--- src/eipr_map.svh ---
`ifndef EIPR_MAP_SVH
`define EIPR_MAP_SVH

// register offsets on the 8-bit special register port
`define EIPR_ADR_EXT_ENABLE_1    8'had
`define EIPR_ADR_EXT_PRIO_LOW_1  8'hae
`define EIPR_ADR_EXT_PRIO_HIGH_1 8'haf
`define EIPR_ADR_BASE_PRIO_HIGH  8'hb7
`define EIPR_ADR_BASE_PRIO_LOW   8'hb8
`define EIPR_ADR_EXTRA_EXT_CTL   8'hc0
`define EIPR_ADR_EXT_ENABLE_2    8'haa
`define EIPR_ADR_SYS_FLAG_ENABLE 8'hab

// reset values
`define EIPR_RST_BYTE            8'h00
`define EIPR_RST_SEVEN           7'h00
`define EIPR_RST_THREE           3'h0

// extra external control field positions
`define EIPR_B_THIRD_POL         7
`define EIPR_B_THIRD_EN          6
`define EIPR_B_THIRD_FLAG        5
`define EIPR_B_THIRD_TYPE        4
`define EIPR_B_SECOND_POL        3
`define EIPR_B_SECOND_EN         2
`define EIPR_B_SECOND_FLAG       1
`define EIPR_B_SECOND_TYPE       0

// extended enable 1 field positions
`define EIPR_B_TWO_WIRE_SERIAL_EN           6
`define EIPR_B_KEYPAD_EN         5
`define EIPR_B_UART2_EN          4
`define EIPR_B_SYSFLAG_EN        3
`define EIPR_B_COUNTER_EN        2
`define EIPR_B_CONVERTER_EN      1
`define EIPR_B_SERPER_EN         0

// source numbering, also the position in the priority vectors
`define EIPR_SRC_COUNT           16
`define EIPR_SRC_SECOND_EXT      4'h6
`define EIPR_SRC_THIRD_EXT       4'h7
`define EIPR_SRC_SYSFLAG         11
`define EIPR_SRC_KEYPAD          13

`endif

--- src/eipr_pkg.sv ---
package eipr_pkg;

	// priority code {high bit, low bit}; 2'b11 is the most urgent level
	typedef logic [1:0] eipr_level_t;

	// index of one of the sixteen request sources
	typedef logic [3:0] eipr_src_t;

	// one bit per priority code, set while a routine of that level runs
	typedef logic [3:0] eipr_active_t;

endpackage : eipr_pkg

--- src/eipr_top.sv ---
// The address-and-strobe port was left to the implementer.
`include "eipr_map.svh"

module eipr_top (
	input  wire logic                clk_sys,
	input  wire logic                sys_rst,
	input  wire logic [7:0]          addr,
	input  wire logic [7:0]          wdata,
	input  wire logic                wr_en,
	input  wire logic                rd_en,
	output logic      [7:0]          rdata_q,
	input  wire logic                third_external_request_pin,
	input  wire logic                second_external_request_pin,
	input  wire logic                idle_mode,
	input  wire logic                power_down_mode,
	input  wire logic                global_irq_gate,
	input  wire logic [5:0]          base_irq_req,
	input  wire logic                serial_peripheral_done_flag,
	input  wire logic                converter_done_flag,
	input  wire logic                counter_array_req,
	input  wire logic                second_uart_req,
	input  wire logic                keypad_event_flag,
	input  wire logic                two_wire_serial_req,
	input  wire logic                timer_three_req,
	input  wire logic                brownout_b_flag,
	input  wire logic                brownout_a_flag,
	input  wire logic                watchdog_flag,
	input  wire logic                svc_start,
	input  wire logic                svc_done,
	output logic                     wake_q,
	output logic [15:0]              pending_q,
	output logic                     irq_req_q,
	output eipr_pkg::eipr_level_t    irq_level_q,
	output eipr_pkg::eipr_src_t      irq_src_q
);

	logic [7:0]             extra_external_irq_control_q;
	logic [6:0]             extended_irq_enable_1_q;
	logic                   timer_three_irq_enable_q;
	logic [2:0]             system_flag_irq_enable_q;
	logic [7:0]             base_priority_low_q;
	logic [7:0]             base_priority_high_q;
	logic [6:0]             extended_priority_low_1_q;
	logic [6:0]             extended_priority_high_1_q;
	logic                   third_prev_q;
	logic                   second_prev_q;
	eipr_pkg::eipr_active_t active_q;
	eipr_pkg::eipr_active_t active_d;
	logic                   third_det;
	logic                   second_det;
	logic                   wr_ctl;
	logic [15:0]            pend_c;
	logic [15:0]            prio_h;
	logic [15:0]            prio_l;
	eipr_pkg::eipr_level_t  best_lvl;
	eipr_pkg::eipr_src_t    best_src;
	logic                   found;
	logic                   allow_c;
	logic                   sysflag_c;
	logic                   wake_c;
	logic                   third_flag;
	logic                   second_flag;
	logic                   third_en;
	logic                   second_en;

	// active direction from polarity; power-down turns edges into levels
	function automatic logic eipr_detect(input logic pin, input logic prev,
		input logic pol, input logic typ, input logic pd);
		logic act;
		logic act_prev;
		act = pol ? pin : ~pin;
		act_prev = pol ? prev : ~prev;
		if (typ && !pd) begin
			return act && !act_prev;
		end
		return act;
	endfunction : eipr_detect

	function automatic eipr_pkg::eipr_level_t eipr_top_level(
		input eipr_pkg::eipr_active_t act);
		eipr_pkg::eipr_level_t lvl;
		lvl = 2'h0;
		for (int i = 0; i < 4; i++) begin
			if (act[i]) begin
				lvl = 2'(i);
			end
		end
		return lvl;
	endfunction : eipr_top_level

	assign wr_ctl      = wr_en && addr == `EIPR_ADR_EXTRA_EXT_CTL;
	assign third_flag  = extra_external_irq_control_q[`EIPR_B_THIRD_FLAG];
	assign second_flag = extra_external_irq_control_q[`EIPR_B_SECOND_FLAG];
	assign third_en    = extra_external_irq_control_q[`EIPR_B_THIRD_EN];
	assign second_en   = extra_external_irq_control_q[`EIPR_B_SECOND_EN];

	assign third_det = eipr_detect(third_external_request_pin, third_prev_q,
		extra_external_irq_control_q[`EIPR_B_THIRD_POL],
		extra_external_irq_control_q[`EIPR_B_THIRD_TYPE],
		power_down_mode);
	assign second_det = eipr_detect(second_external_request_pin,
		second_prev_q,
		extra_external_irq_control_q[`EIPR_B_SECOND_POL],
		extra_external_irq_control_q[`EIPR_B_SECOND_TYPE],
		power_down_mode);

	// pin history for edge detection
	always_ff @(posedge clk_sys or posedge sys_rst) begin
		if (sys_rst) begin
			third_prev_q  <= 1'b0;
			second_prev_q <= 1'b0;
		end else begin
			third_prev_q  <= third_external_request_pin;
			second_prev_q <= second_external_request_pin;
		end
	end

	// control bits plus the two request flags; a detected event beats
	// any clear arriving in the same cycle
	always_ff @(posedge clk_sys or posedge sys_rst) begin
		if (sys_rst) begin
			extra_external_irq_control_q <= `EIPR_RST_BYTE;
		end else begin
			if (wr_ctl) begin
				extra_external_irq_control_q <= wdata;
			end else if (svc_start && irq_src_q == `EIPR_SRC_THIRD_EXT) begin
				extra_external_irq_control_q[`EIPR_B_THIRD_FLAG] <= 1'b0;
			end else if (svc_start &&
				irq_src_q == `EIPR_SRC_SECOND_EXT) begin
				extra_external_irq_control_q[`EIPR_B_SECOND_FLAG] <= 1'b0;
			end
			if (third_det) begin
				extra_external_irq_control_q[`EIPR_B_THIRD_FLAG] <= 1'b1;
			end
			if (second_det) begin
				extra_external_irq_control_q[`EIPR_B_SECOND_FLAG] <= 1'b1;
			end
		end
	end

	// enable and priority registers; reserved bits are not stored
	always_ff @(posedge clk_sys or posedge sys_rst) begin
		if (sys_rst) begin
			extended_irq_enable_1_q    <= `EIPR_RST_SEVEN;
			timer_three_irq_enable_q   <= 1'b0;
			system_flag_irq_enable_q   <= `EIPR_RST_THREE;
			base_priority_low_q        <= `EIPR_RST_BYTE;
			base_priority_high_q       <= `EIPR_RST_BYTE;
			extended_priority_low_1_q  <= `EIPR_RST_SEVEN;
			extended_priority_high_1_q <= `EIPR_RST_SEVEN;
		end else if (wr_en) begin
			unique case (addr)
				`EIPR_ADR_EXT_ENABLE_1:
					extended_irq_enable_1_q <= wdata[6:0];
				`EIPR_ADR_EXT_ENABLE_2:
					timer_three_irq_enable_q <= wdata[0];
				`EIPR_ADR_SYS_FLAG_ENABLE:
					system_flag_irq_enable_q <= wdata[2:0];
				`EIPR_ADR_BASE_PRIO_LOW:
					base_priority_low_q <= wdata;
				`EIPR_ADR_BASE_PRIO_HIGH:
					base_priority_high_q <= wdata;
				`EIPR_ADR_EXT_PRIO_LOW_1:
					extended_priority_low_1_q <= wdata[6:0];
				`EIPR_ADR_EXT_PRIO_HIGH_1:
					extended_priority_high_1_q <= wdata[6:0];
				default: begin
				end
			endcase
		end
	end

	// read data stands only in the cycle after the strobe
	always_ff @(posedge clk_sys or posedge sys_rst) begin
		if (sys_rst) begin
			rdata_q <= `EIPR_RST_BYTE;
		end else if (rd_en) begin
			unique case (addr)
				`EIPR_ADR_EXTRA_EXT_CTL:
					rdata_q <= extra_external_irq_control_q;
				`EIPR_ADR_EXT_ENABLE_1:
					rdata_q <= {1'b0, extended_irq_enable_1_q};
				`EIPR_ADR_EXT_ENABLE_2:
					rdata_q <= {7'h00, timer_three_irq_enable_q};
				`EIPR_ADR_SYS_FLAG_ENABLE:
					rdata_q <= {5'h00, system_flag_irq_enable_q};
				`EIPR_ADR_BASE_PRIO_LOW:
					rdata_q <= base_priority_low_q;
				`EIPR_ADR_BASE_PRIO_HIGH:
					rdata_q <= base_priority_high_q;
				`EIPR_ADR_EXT_PRIO_LOW_1:
					rdata_q <= {1'b0, extended_priority_low_1_q};
				`EIPR_ADR_EXT_PRIO_HIGH_1:
					rdata_q <= {1'b0, extended_priority_high_1_q};
				default:
					rdata_q <= `EIPR_RST_BYTE;
			endcase
		end else begin
			rdata_q <= `EIPR_RST_BYTE;
		end
	end

	assign sysflag_c = extended_irq_enable_1_q[`EIPR_B_SYSFLAG_EN] &&
		|({brownout_b_flag, brownout_a_flag, watchdog_flag} &
		system_flag_irq_enable_q);

	// source order matches the priority bit order of both register pairs
	assign pend_c = {
		timer_three_req && timer_three_irq_enable_q,
		two_wire_serial_req && extended_irq_enable_1_q[`EIPR_B_TWO_WIRE_SERIAL_EN],
		keypad_event_flag && extended_irq_enable_1_q[`EIPR_B_KEYPAD_EN],
		second_uart_req && extended_irq_enable_1_q[`EIPR_B_UART2_EN],
		sysflag_c,
		counter_array_req && extended_irq_enable_1_q[`EIPR_B_COUNTER_EN],
		converter_done_flag &&
			extended_irq_enable_1_q[`EIPR_B_CONVERTER_EN],
		serial_peripheral_done_flag &&
			extended_irq_enable_1_q[`EIPR_B_SERPER_EN],
		third_flag && third_en,
		second_flag && second_en,
		base_irq_req};

	// timer three has no priority bits here, so it always sits lowest
	assign prio_h = {1'b0, extended_priority_high_1_q,
		base_priority_high_q};
	assign prio_l = {1'b0, extended_priority_low_1_q,
		base_priority_low_q};

	// ties at one level go to the lowest source number
	always_comb begin
		best_lvl = 2'h0;
		best_src = 4'h0;
		found    = 1'b0;
		for (int i = 0; i < `EIPR_SRC_COUNT; i++) begin
			if (pend_c[i] && (!found || {prio_h[i], prio_l[i]} > best_lvl)) begin
				found    = 1'b1;
				best_lvl = {prio_h[i], prio_l[i]};
				best_src = 4'(i);
			end
		end
	end

	assign allow_c = found && global_irq_gate && (active_q == 4'h0 ||
		best_lvl > eipr_top_level(active_q));

	// nesting record: a return retires the most urgent running level
	always_comb begin
		active_d = active_q;
		if (svc_done && active_q != 4'h0) begin
			active_d[eipr_top_level(active_q)] = 1'b0;
		end
		if (svc_start) begin
			active_d[irq_level_q] = 1'b1;
		end
	end

	always_ff @(posedge clk_sys or posedge sys_rst) begin
		if (sys_rst) begin
			active_q <= 4'h0;
		end else begin
			active_q <= active_d;
		end
	end

	always_ff @(posedge clk_sys or posedge sys_rst) begin
		if (sys_rst) begin
			irq_req_q   <= 1'b0;
			irq_level_q <= 2'h0;
			irq_src_q   <= 4'h0;
			pending_q   <= 16'h0000;
		end else begin
			irq_req_q   <= allow_c;
			irq_level_q <= best_lvl;
			irq_src_q   <= best_src;
			pending_q   <= pend_c;
		end
	end

	// wake ignores the global gate so a sleeping core still resumes
	assign wake_c = (idle_mode || power_down_mode) &&
		((third_flag && third_en) || (second_flag && second_en));

	always_ff @(posedge clk_sys or posedge sys_rst) begin
		if (sys_rst) begin
			wake_q <= 1'b0;
		end else begin
			wake_q <= wake_c;
		end
	end
endmodule : eipr_top

--- config.mk ---
export PLATFORM = sky130hd
export DESIGN_NAME = eipr_top
export DESIGN_NICKNAME = d
export VERILOG_FILES = /design/src/eipr_pkg.sv /design/src/eipr_top.sv
export VERILOG_INCLUDE_DIRS = /design/src
export SDC_FILE = /design/constraint.sdc
export NUM_CORES = 1
export LEC_CHECK = 0
export BUFFER_PORTS_ARGS = -buffer_cell sky130_fd_sc_hd__buf_2
export CAP_MARGIN = 20
export CORE_MARGIN = 2
export CORE_UTILIZATION = 62
export DETAILED_ROUTE_END_ITERATION = 12
export GPL_TIMING_DRIVEN = 0
export MAX_ROUTING_LAYER = met4
export PLACE_DENSITY_LB_ADDON = 0.1
export SYNTH_ARGS = -nofsm -noshare
export SYNTH_HDL_FRONTEND = slang
export SYNTH_SLANG_ARGS = --single-unit
--- constraint.sdc ---
create_clock -name clk_sys -period 27 [get_ports clk_sys]
set_input_delay 1.35 -clock clk_sys [delete_from_list [all_inputs] [get_ports clk_sys]]
set_output_delay 1.35 -clock clk_sys [all_outputs]
set_load 0.1 [all_outputs]
# == Word-level counts from Yosys, hierarchy flattened ==
# Cells that the tools add are included.
# word_totals
register_bits,87
in_bits,43
output_inout_bits,32
# op_classes
n_lt_le_gt_ge,20
eq_ne,11
muxes,76
n_bitwise,8
n_reduce_logical,87
# op_table
op,count
$eq 8x8->1 const B,8
$mux 4,16
$pmux 8 s8,1
$logic_and 1x1->1,38
$mux 2,19
$mux 1,37
$gt 2x2->1,15
$logic_not 1->1,18
$logic_or 1x1->1,18
$reduce_and 2->1,8
$eq 4x3->1 const B,2
$mux 8,1
$lt 2x3->1 const B,2
$reduce_bool 3->1,2
$and 4x4->4,1
$demux 1 s2,2
$ge 2x1->1 const B,2
$logic_not 4->1,1
$not 1->1,4
$not 4->4,1
$or 4x4->4,1
$reduce_bool 4->1,1
$and 3x3->3,1
$ne 3x3->1 const B,1
other kinds (2),2

# == Depth between registers and ports, before layout ==
# Gate-level depths: netlist (run 1).
# logic_depth
depth_word,64
depth_mapped,104

# == Worst setup path before layout (run 1) ==
# No wires, ideal clock.
# synth_timing
path_type,input -> register
from,input base_irq_req[0]
to,register irq_req_q
setup_time_ps,125
arrival_ps,18663
required_time_ps,26875
slack_ps,8212
stages,97
path_buffers,1
path_cell_list,and2_1 -> inv_1 -> ha_1 -> and3_1 -> a31oi_1 -> a32oi_2 -> ha_1 -> nor2b_1 -> a2bb2oi_1 -> o21ai_1 -> and2_1 -> or2_2 -> ha_1 -> nor2b_1 -> o211ai_1 -> nand2_1 -> clkbuf_1 -> a211oi_1 -> (+61 left out) -> ha_1 -> inv_1 -> a21oi_1 -> a21oi_1 -> o21ai_0 -> mux2i_1 -> ha_1 -> nor2b_1 -> o21ai_0 -> nand2_1 -> nand2_1 -> nor2_1 -> a21oi_1 -> ha_1 -> a21oi_1 -> a21oi_1 -> o21ai_0 -> a21oi_1
# synth_between
elab_chain_len,64
# synth_lines
element,line_no,source
"start, declared",eipr_top.sv:17,"input wire logic [5:0] base_irq_req,"
$mux 2 / $mux 1 (equally long branches),eipr_top.sv:235,"if (pend_c[i] && (!found || {prio_h[i], prio_l[i]} > best_lvl)) begin"
$gt 2x2->1 / $logic_not 1->1 (equally long branches),eipr_top.sv:235,
$logic_or 1x1->1,eipr_top.sv:235,
$logic_and 1x1->1,eipr_top.sv:235,
$mux 2 / $mux 1 (equally long branches),eipr_top.sv:235,
$gt 2x2->1 / $logic_not 1->1 (equally long branches),eipr_top.sv:235,
$logic_or 1x1->1,eipr_top.sv:235,
$logic_and 1x1->1,eipr_top.sv:235,
(+50 left out),-,
$logic_or 1x1->1,eipr_top.sv:235,
$logic_and 1x1->1,eipr_top.sv:235,
$mux 2 (*),eipr_top.sv:235,
named net best_lvl[1],eipr_top.sv:55,eipr_pkg::eipr_level_t best_lvl;
$gt 2x2->1 (*),eipr_top.sv:244,best_lvl > eipr_top_level(active_q));
$logic_or 1x1->1 (*),eipr_top.sv:243,assign allow_c = found && global_irq_gate && (active_q == 4'h0 ||
$logic_and 1x1->1 (*),eipr_top.sv:243,
named net allow_c,eipr_top.sv:58,logic allow_c;
"end signal, assigned",eipr_top.sv:272,irq_req_q <= allow_c;
"end, declared",eipr_top.sv:32,"output logic irq_req_q,"
# Mark *: on every way through the listed nets, which the timed path passes. The rest lies on a longest branch.
# A chain may end at the register's enable or synchronous reset.

# == Worst setup path after layout (run 1) ==
# Same ends and word-level chain as after synthesis.

==> qor.csv, run 1 <==
metric;value;unit
outcome;completed;
layout-area-overhead-vs-synth;14.4;%
finalWeightedCongestion;0.956;
number_of_fill_cells_in_the_layout;607;
gr-usage-all-layers;32.7;%
cts_inserted_buffers;9;
final_nets;678;
internal-power;207;uW
cp.required;27250;ps
cts_resized;0;
fmax;46.0;MHz
hpwl;10.2;mm
synth_common_cells;sky130_fd_sc_hd__dfrtp_1, sky130_fd_sc_hd__nand2_1, sky130_fd_sc_hd__inv_1;
p_leak;0.00290;uW
tightestPinTransition;1140;ps
synth_warnings;0;
cpMostUsedCell;sky130_fd_sc_hd__ha_1;
max_stage_delay;510;ps
largest_cells_by_area_after_synthesis;sky130_fd_sc_hd__dfrtp_1, sky130_fd_sc_hd__mux2_2, sky130_fd_sc_hd__ha_1;
clock_sink_count;87;
hold_path_class;reg2reg;
die_w;94.5;microns
ys.flop_type;sky130_fd_sc_hd__dfrtp_1;
routed_wirelength;13.3;mm
setup_repair_after_global_routing_missed_its_margin;false;
grt.overflow.total;0;
core_region_area;7850;sq um
irDropWorstVdd;0.0403;mV
dr_total_vias;4502;
timing.max_cap.violations;0;
crit_slowest_cell;sky130_fd_sc_hd__o21ai_0;
drt_pre_antenna_iters;6;
yosys_reg_bits;87;
timing.critical_path.arrival;22000;ps
max-slew-margin-rel;23.7;%
setup.worst_path.class;in2reg;
power_switching_share;39.3;%
powerDensity;58.8;nW/um^2
sequentialPowerShare;43.8;%
clk_root_buffer_cell;sky130_fd_sc_hd__clkbuf_8;
synth.most_common_cell;sky130_fd_sc_hd__dfrtp_1;
setup_viol_count_final;0;
placedInstanceArea;5620;sq um
grt_pass1_vias;4395;
number_of_antenna_diodes;0;
fin_area;5800;sq um
via_per_inst;6.26;
layout_min_cycle_time;21750;ps
yosysTopAreaCellShare;42.9;%
tns;0;ps
portBuffers;73;
post_cts_hold_buffer_count;0;
total_switching_power;134;uW
synth_sequential_area_ratio;42.9;%
yosysTopAreaCell;sky130_fd_sc_hd__dfrtp_1;
die_span_y;94.5;microns
start_kind;primary input;
worst_clock_skew;20.8;ps
grt_antenna_before_repair;0;
floorplan.die_area;8920;sq um
pwr-share-clk;26.1;%
grt_first_pass_wirelength;21.6;mm
timing_max_transition_violations_final;0;
syn-mean-instance-area;9.65;sq um
tritoncts;done;
clkSlewWorstSetupHoldPaths;90;ps
crit_path_end_kind;flip-flop;
syn-instance-count;526;
insertion_delay;370;ps
share_comb_of_total_power;30.1;%
crit_path_max_fanout;10;
boundary_pin_count;75;
avgRoutedWirePerCell;18.5;microns
cts_setup_buffers;0;
drc;0;
synth_nets;592;
synth-edff-count;0;
antenna_left;0;
hold_viol;0;
mappedNetlistArea;5070;sq um
cts.htree.levels;3;
asr_flop_ratio_synth;100;%
fp-row-count;32;
yosys.cell_types.count;70;
final_min_period_over_clock_period;80.5;%
clockBufferDepth;2;
drt_iter0_markers;340;
start_util;64.7;%
grt_max_degree;62;
post_route_cells_drive_above_1_share;25.1;%
## power groups by stage
stage	sequential [uW]	clock, uW	combinational, uW
final	149	89.0	103
after global routing	150	95.4	112
after global placement	151	0	98.0
after detailed placement	152	0	102
after CTS	149	89.6	102
after floorplan	180	0	47.3
## logic make-up (layout without fill, tap and decap cells)
| family | Yosys count | count (layout) | synth area share (%) |
|---|---|---|---|
| buffers and inverters | 55 | 146 | 4.09 |
| AO/OA/AOI/OAI | 140 | 140 | 19.4 |
| adder cells (fa/ha/maj) | 24 | 24 | 5.87 |
| XOR/XNOR | 4 | 4 | 0.691 |
| AND/OR/NAND/NOR | 166 | 166 | 16.0 |
| multiplexers | 50 | 50 | 11.0 |
| flip-flops | 87 | 87 | 42.9 |
## flip-flops by register name, indices dropped and copies added, names as in the netlist
name / flops
third_prev_q: 1
irq_req_q: 1
system_flag_irq_enable_q: 3
active_q: 4
extended_irq_enable_1_q: 7
timer_three_irq_enable_q: 1
irq_level_q: 2
rdata_q: 8
base_priority_low_q: 8
extended_priority_high_1_q: 7
second_prev_q: 1
extended_priority_low_1_q: 7
base_priority_high_q: 8
wake_q: 1
irq_src_q: 4
extra_external_irq_control_q: 8
pending_q: 16
## layout make-up
class                      count  area [sq um]  area share [%]
multi-input combinational    384          2700            46.6
buffer                        10          38.8           0.668
sequential                    87          2180            37.5
tap                          102           128            2.20
timing repair buffer          75           400            6.90
clock buffer                   9           124            2.13
clock inverter                 7          61.3            1.06
inverter                      45           171            2.95
## cell usage in the layout, fill, tap and decap left out, types with 3 or more instances in the layout
cell type,n
sky130_fd_sc_hd__mux2_2,44
sky130_fd_sc_hd__o22ai_1,3
sky130_fd_sc_hd__clkbuf_8,9
sky130_fd_sc_hd__inv_1,44
sky130_fd_sc_hd__or3_1,3
sky130_fd_sc_hd__nor3b_1,3
sky130_fd_sc_hd__nand3_1,8
sky130_fd_sc_hd__o211ai_1,6
sky130_fd_sc_hd__a31oi_1,8
sky130_fd_sc_hd__a32oi_1,3
sky130_fd_sc_hd__clkbuf_1,7
sky130_fd_sc_hd__a221oi_1,6
sky130_fd_sc_hd__o31ai_1,6
sky130_fd_sc_hd__nor3_1,10
sky130_fd_sc_hd__nand2_1,63
sky130_fd_sc_hd__mux2i_1,5
sky130_fd_sc_hd__a222oi_1,3
sky130_fd_sc_hd__inv_6,3
sky130_fd_sc_hd__nand2b_1,3
sky130_fd_sc_hd__nor2_1,36
sky130_fd_sc_hd__ha_1,23
sky130_fd_sc_hd__nand3b_1,3
sky130_fd_sc_hd__dfrtp_1,87
sky130_fd_sc_hd__and2_1,8
sky130_fd_sc_hd__nor2b_1,9
sky130_fd_sc_hd__or2_2,3
sky130_fd_sc_hd__a21oi_1,14
sky130_fd_sc_hd__buf_2,74
sky130_fd_sc_hd__o21ai_0,41
sky130_fd_sc_hd__a22oi_1,8
sky130_fd_sc_hd__a21boi_0,3
sky130_fd_sc_hd__a21o_1,4
sky130_fd_sc_hd__and3_1,7
## metal layers
layer | GRT usage [%] | wire, microns
met5 | - | 0
met1 | 44.5 | 5860
met2 | 50.4 | 6060
met3 | 3.99 | 920
met4 | 13.3 | 441
## final timing paths
check                                                         endpoint  cells after the start  slack [ps]                           startpoint
hold reg to reg                                  active_q[2]$_DFF_PP0_                      1         510             irq_level_q[0]$_DFF_PP0_
setup reg to reg                                   irq_req_q$_DFF_PP0_                    100        5990  base_priority_high_q[0]$_DFFE_PP0P_
min in group asynchronous                       pending_q[7]$_DFF_PP0_                      2         940                              sys_rst
max in group asynchronous  extra_external_irq_control_q[4]$_DFFE_PP0P_                      3       25440                              sys_rst
setup / recovery                                   irq_req_q$_DFF_PP0_                    101        5250                      base_irq_req[0]
hold / removal                                   active_q[2]$_DFF_PP0_                      1         510             irq_level_q[0]$_DFF_PP0_
## through the flow
| stage | util (%) | std cells | total power [uW] | setup WS (ps) | hold slack, ps |
|---|---|---|---|---|---|
| floorplan | - | 526 | 227 | 8210 | 468 |
| global placement | 70.9 | 701 | 249 | 6070 | 499 |
| detailed placement | 71.6 | 703 | 253 | 5440 | 504 |
| CTS | 73.9 | 719 | 341 | 5690 | 515 |
| global route | 73.9 | 719 | 358 | 3620 | 563 |
| finish | 73.9 | 719 | 341 | 5250 | 514 |
## worst max-delay path: cells and delay by family
family / cells / cell delay (ps)
AO/OA/AOI/OAI: 41 / 8580
buffers and inverters: 6 / 680
adder cells (fa/ha/maj): 16 / 4600
AND/OR/NAND/NOR: 35 / 5710
multiplexers: 3 / 1070
(Power assumes the default switching activity.)
==> inputs of run 2 (changes only) <==
CORE_UTILIZATION = 52   (was 62)
clock period = 18.9 ns   (was 27 ns; I/O delays follow)
==> run 2 against run 1 <==
- final cell count increased by 10%
- largest cell class unchanged
- first-iteration DRC count decreased by 40%
- die area increased by 18%
- critical path depth unchanged
==> qor.csv, run 2 (synthesized netlist as in run 1, its figures left out) <==
metric;value;unit;change
setup_viol_count_final;0;;unchanged
number_of_fill_cells_in_the_layout;825;;+36%
die_w;103;microns;+8.8%
clk_root_buffer_cell;sky130_fd_sc_hd__clkbuf_8;;
core_region_area;9640;sq um;+23%
worst-r2r-cell-count;100;;unchanged
fmax;55.1;MHz;
die_span_y;103;microns;+8.8%
largest_register_ffs;16;;unchanged
final_nets;721;;+6.3%
routed_wirelength;14.8;mm;+11%
timing.max_cap.violations;0;;unchanged
cp.required;19150;ps;-8100 ps
drt_pre_antenna_iters;5;;-1
powerDensity;80.7;nW/um^2;+37%
area_of_the_multi_input_gates;3060;sq um;+13%
drc;0;;unchanged
origin_of_the_worst_min_delay_path;active_q[0]$_DFF_PP0_;;
grt_antenna_before_repair;0;;unchanged
finalWeightedCongestion;0.901;;-5.7%
tightestPinTransition;1080;ps;-62.7 ps
number_of_antenna_diodes;0;;unchanged
dr_total_vias;4662;;+3.6%
portBuffers;73;;unchanged
p_leak;0.00316;uW;+9.2%
mostFrequentLayoutCell;sky130_fd_sc_hd__dfrtp_1;;
start_kind;primary input;;
final_cell_mix;sky130_fd_sc_hd__dfrtp_1, sky130_fd_sc_hd__buf_2, sky130_fd_sc_hd__nand2_1;;
clockBufferDepth;2;;unchanged
grt_first_pass_wirelength;22.3;mm;+3.5%
fp-row-count;36;;+13%
cpMostUsedCell;sky130_fd_sc_hd__ha_1;;
area.sequential;2180;sq um;unchanged
crit_slowest_cell;sky130_fd_sc_hd__a221o_1;;
drt_iter0_markers;204;;-40%
tns;0;ps;unchanged
via_per_inst;5.88;;-6.1%
max-slew-margin-rel;27.9;%;+4.2 points
post_cts_hold_buffer_count;0;;unchanged
start_util;52.6;%;-12 points
cp-startpoint;base_irq_req[0];;
whs;512;ps;-2.67 ps
avgRoutedWirePerCell;18.6;microns;+0.80%
grt_pass1_vias;4345;;-1.1%
worst_clock_skew;19.0;ps;-1.76 ps
hold_viol;0;;unchanged
timing_max_transition_violations_final;0;;unchanged
gr-usage-all-layers;29.1;%;-3.7 points
grt_max_degree;65;;+4.8%
floorplan.die_area;10600;sq um;+18%
tritoncts;done;;
boundary_pin_count;75;;unchanged
non_filler_instance_count_after_layout;793;;+10%
clkSlewWorstSetupHoldPaths;80;ps;about the same
layout-area-overhead-vs-synth;29.0;%;
insertion_delay;370;ps;about the same
crit_path_max_fanout;8;;-2
clock_sink_count;87;;unchanged
hpwl;10.6;mm;+4.7%
cts.htree.levels;3;;unchanged
antenna_left;0;;unchanged
most_flop_heavy_register;pending_q;;
outcome;completed;;
post_route_cells_drive_above_1_share;37.9;%;+13 points
setup.worst_path.class;in2reg;;
dp.cells;734;;+4.4%
final_min_period_over_clock_period;96.0;%;
max_stage_delay;340;ps;-170 ps
cts_inserted_buffers;9;;unchanged
timing.critical_path.arrival;18390;ps;-3610 ps
layout_min_cycle_time;18140;ps;
min_delay_path_depth;2;;+1
irDropWorstVdd;0.0516;mV;+28%
grt.overflow.total;0;;unchanged
power.total;528;uW;+55%
hold_path_class;reg2reg;;
critical_path.reg2reg.startpoint;base_priority_high_q[0]$_DFFE_PP0P_;;
crit_path_end_kind;flip-flop;;
run 2: timing repair:
item / 4_1_cts / 5_1_grt
setup endpoints to repair: 7 / 7
endpoints found under the hold margin: 0 / 0
cloned: 0 / 0
buffers inserted: 21 / 21
resized for setup: 27 / 65
pin swaps: 11 / 49
run 2: path summary, 6_finish.rpt:
check                                                     endpoint  slack, ps
max                                            irq_req_q$_DFF_PP0_        760
min                                          active_q[0]$_DFF_PP0_        510
max reg2reg                                    irq_req_q$_DFF_PP0_       1000
min reg2reg                                  active_q[0]$_DFF_PP0_        510
max in group asynchronous  system_flag_irq_enable_q[2]$_DFFE_PP0P_      17750
min in group asynchronous                   pending_q[3]$_DFF_PP0_        520
run 2: report_power, final:
group | leakage (uW) | internal, uW | switching [uW]
Sequential | 0.00113 | 200 | 13.2
Combinational | 0.00195 | 67.7 | 116
Clock | 0.0000895 | 61.2 | 69.4
Total | 0.00316 | 329 | 199
run 2: routing by layer:
| layer | GRT usage, % | vias up | part of all wire, % |
|---|---|---|---|
| met1 | 39.8 | 2299 | 45 |
| met4 | 9.51 | 0 | 2.4 |
| met5 | - | - | 0 |
| li1 | - | 2170 | - |
| met2 | 44.9 | 167 | 47 |
| met3 | 4.00 | 26 | 5.5 |
run 2: layout make-up:
type                            instances  area share, %
Buffer                                 10          0.707
Clock buffer                           11           2.01
Clock inverter                          5          0.898
Inverter                               45           2.62
Multi-Input combinational cell        384           46.8
Sequential cell                        87           33.3
Tap cell                              133           2.54
Timing Repair Buffer                  118           11.2
run 2: critical path: cells and delay by family:
kind	cells	cell delay, ps
buffers and inverters	7	800
AND/OR/NAND/NOR	34	4380
AO/OA/AOI/OAI	41	7120
adder cells (fa/ha/maj)	16	4250
multiplexers	3	870
run 2: through the flow:
step / utilization, % / cell area (sq um) / setup slack [ps]
after floorplan: - / 5070 / 517
after global placement: 58.2 / 5610 / -2110
after detailed placement: 58.7 / 5660 / -2260
after CTS: 63.4 / 6110 / 57.8
after global routing: 67.9 / 6550 / -266
final: 67.9 / 6550 / 765
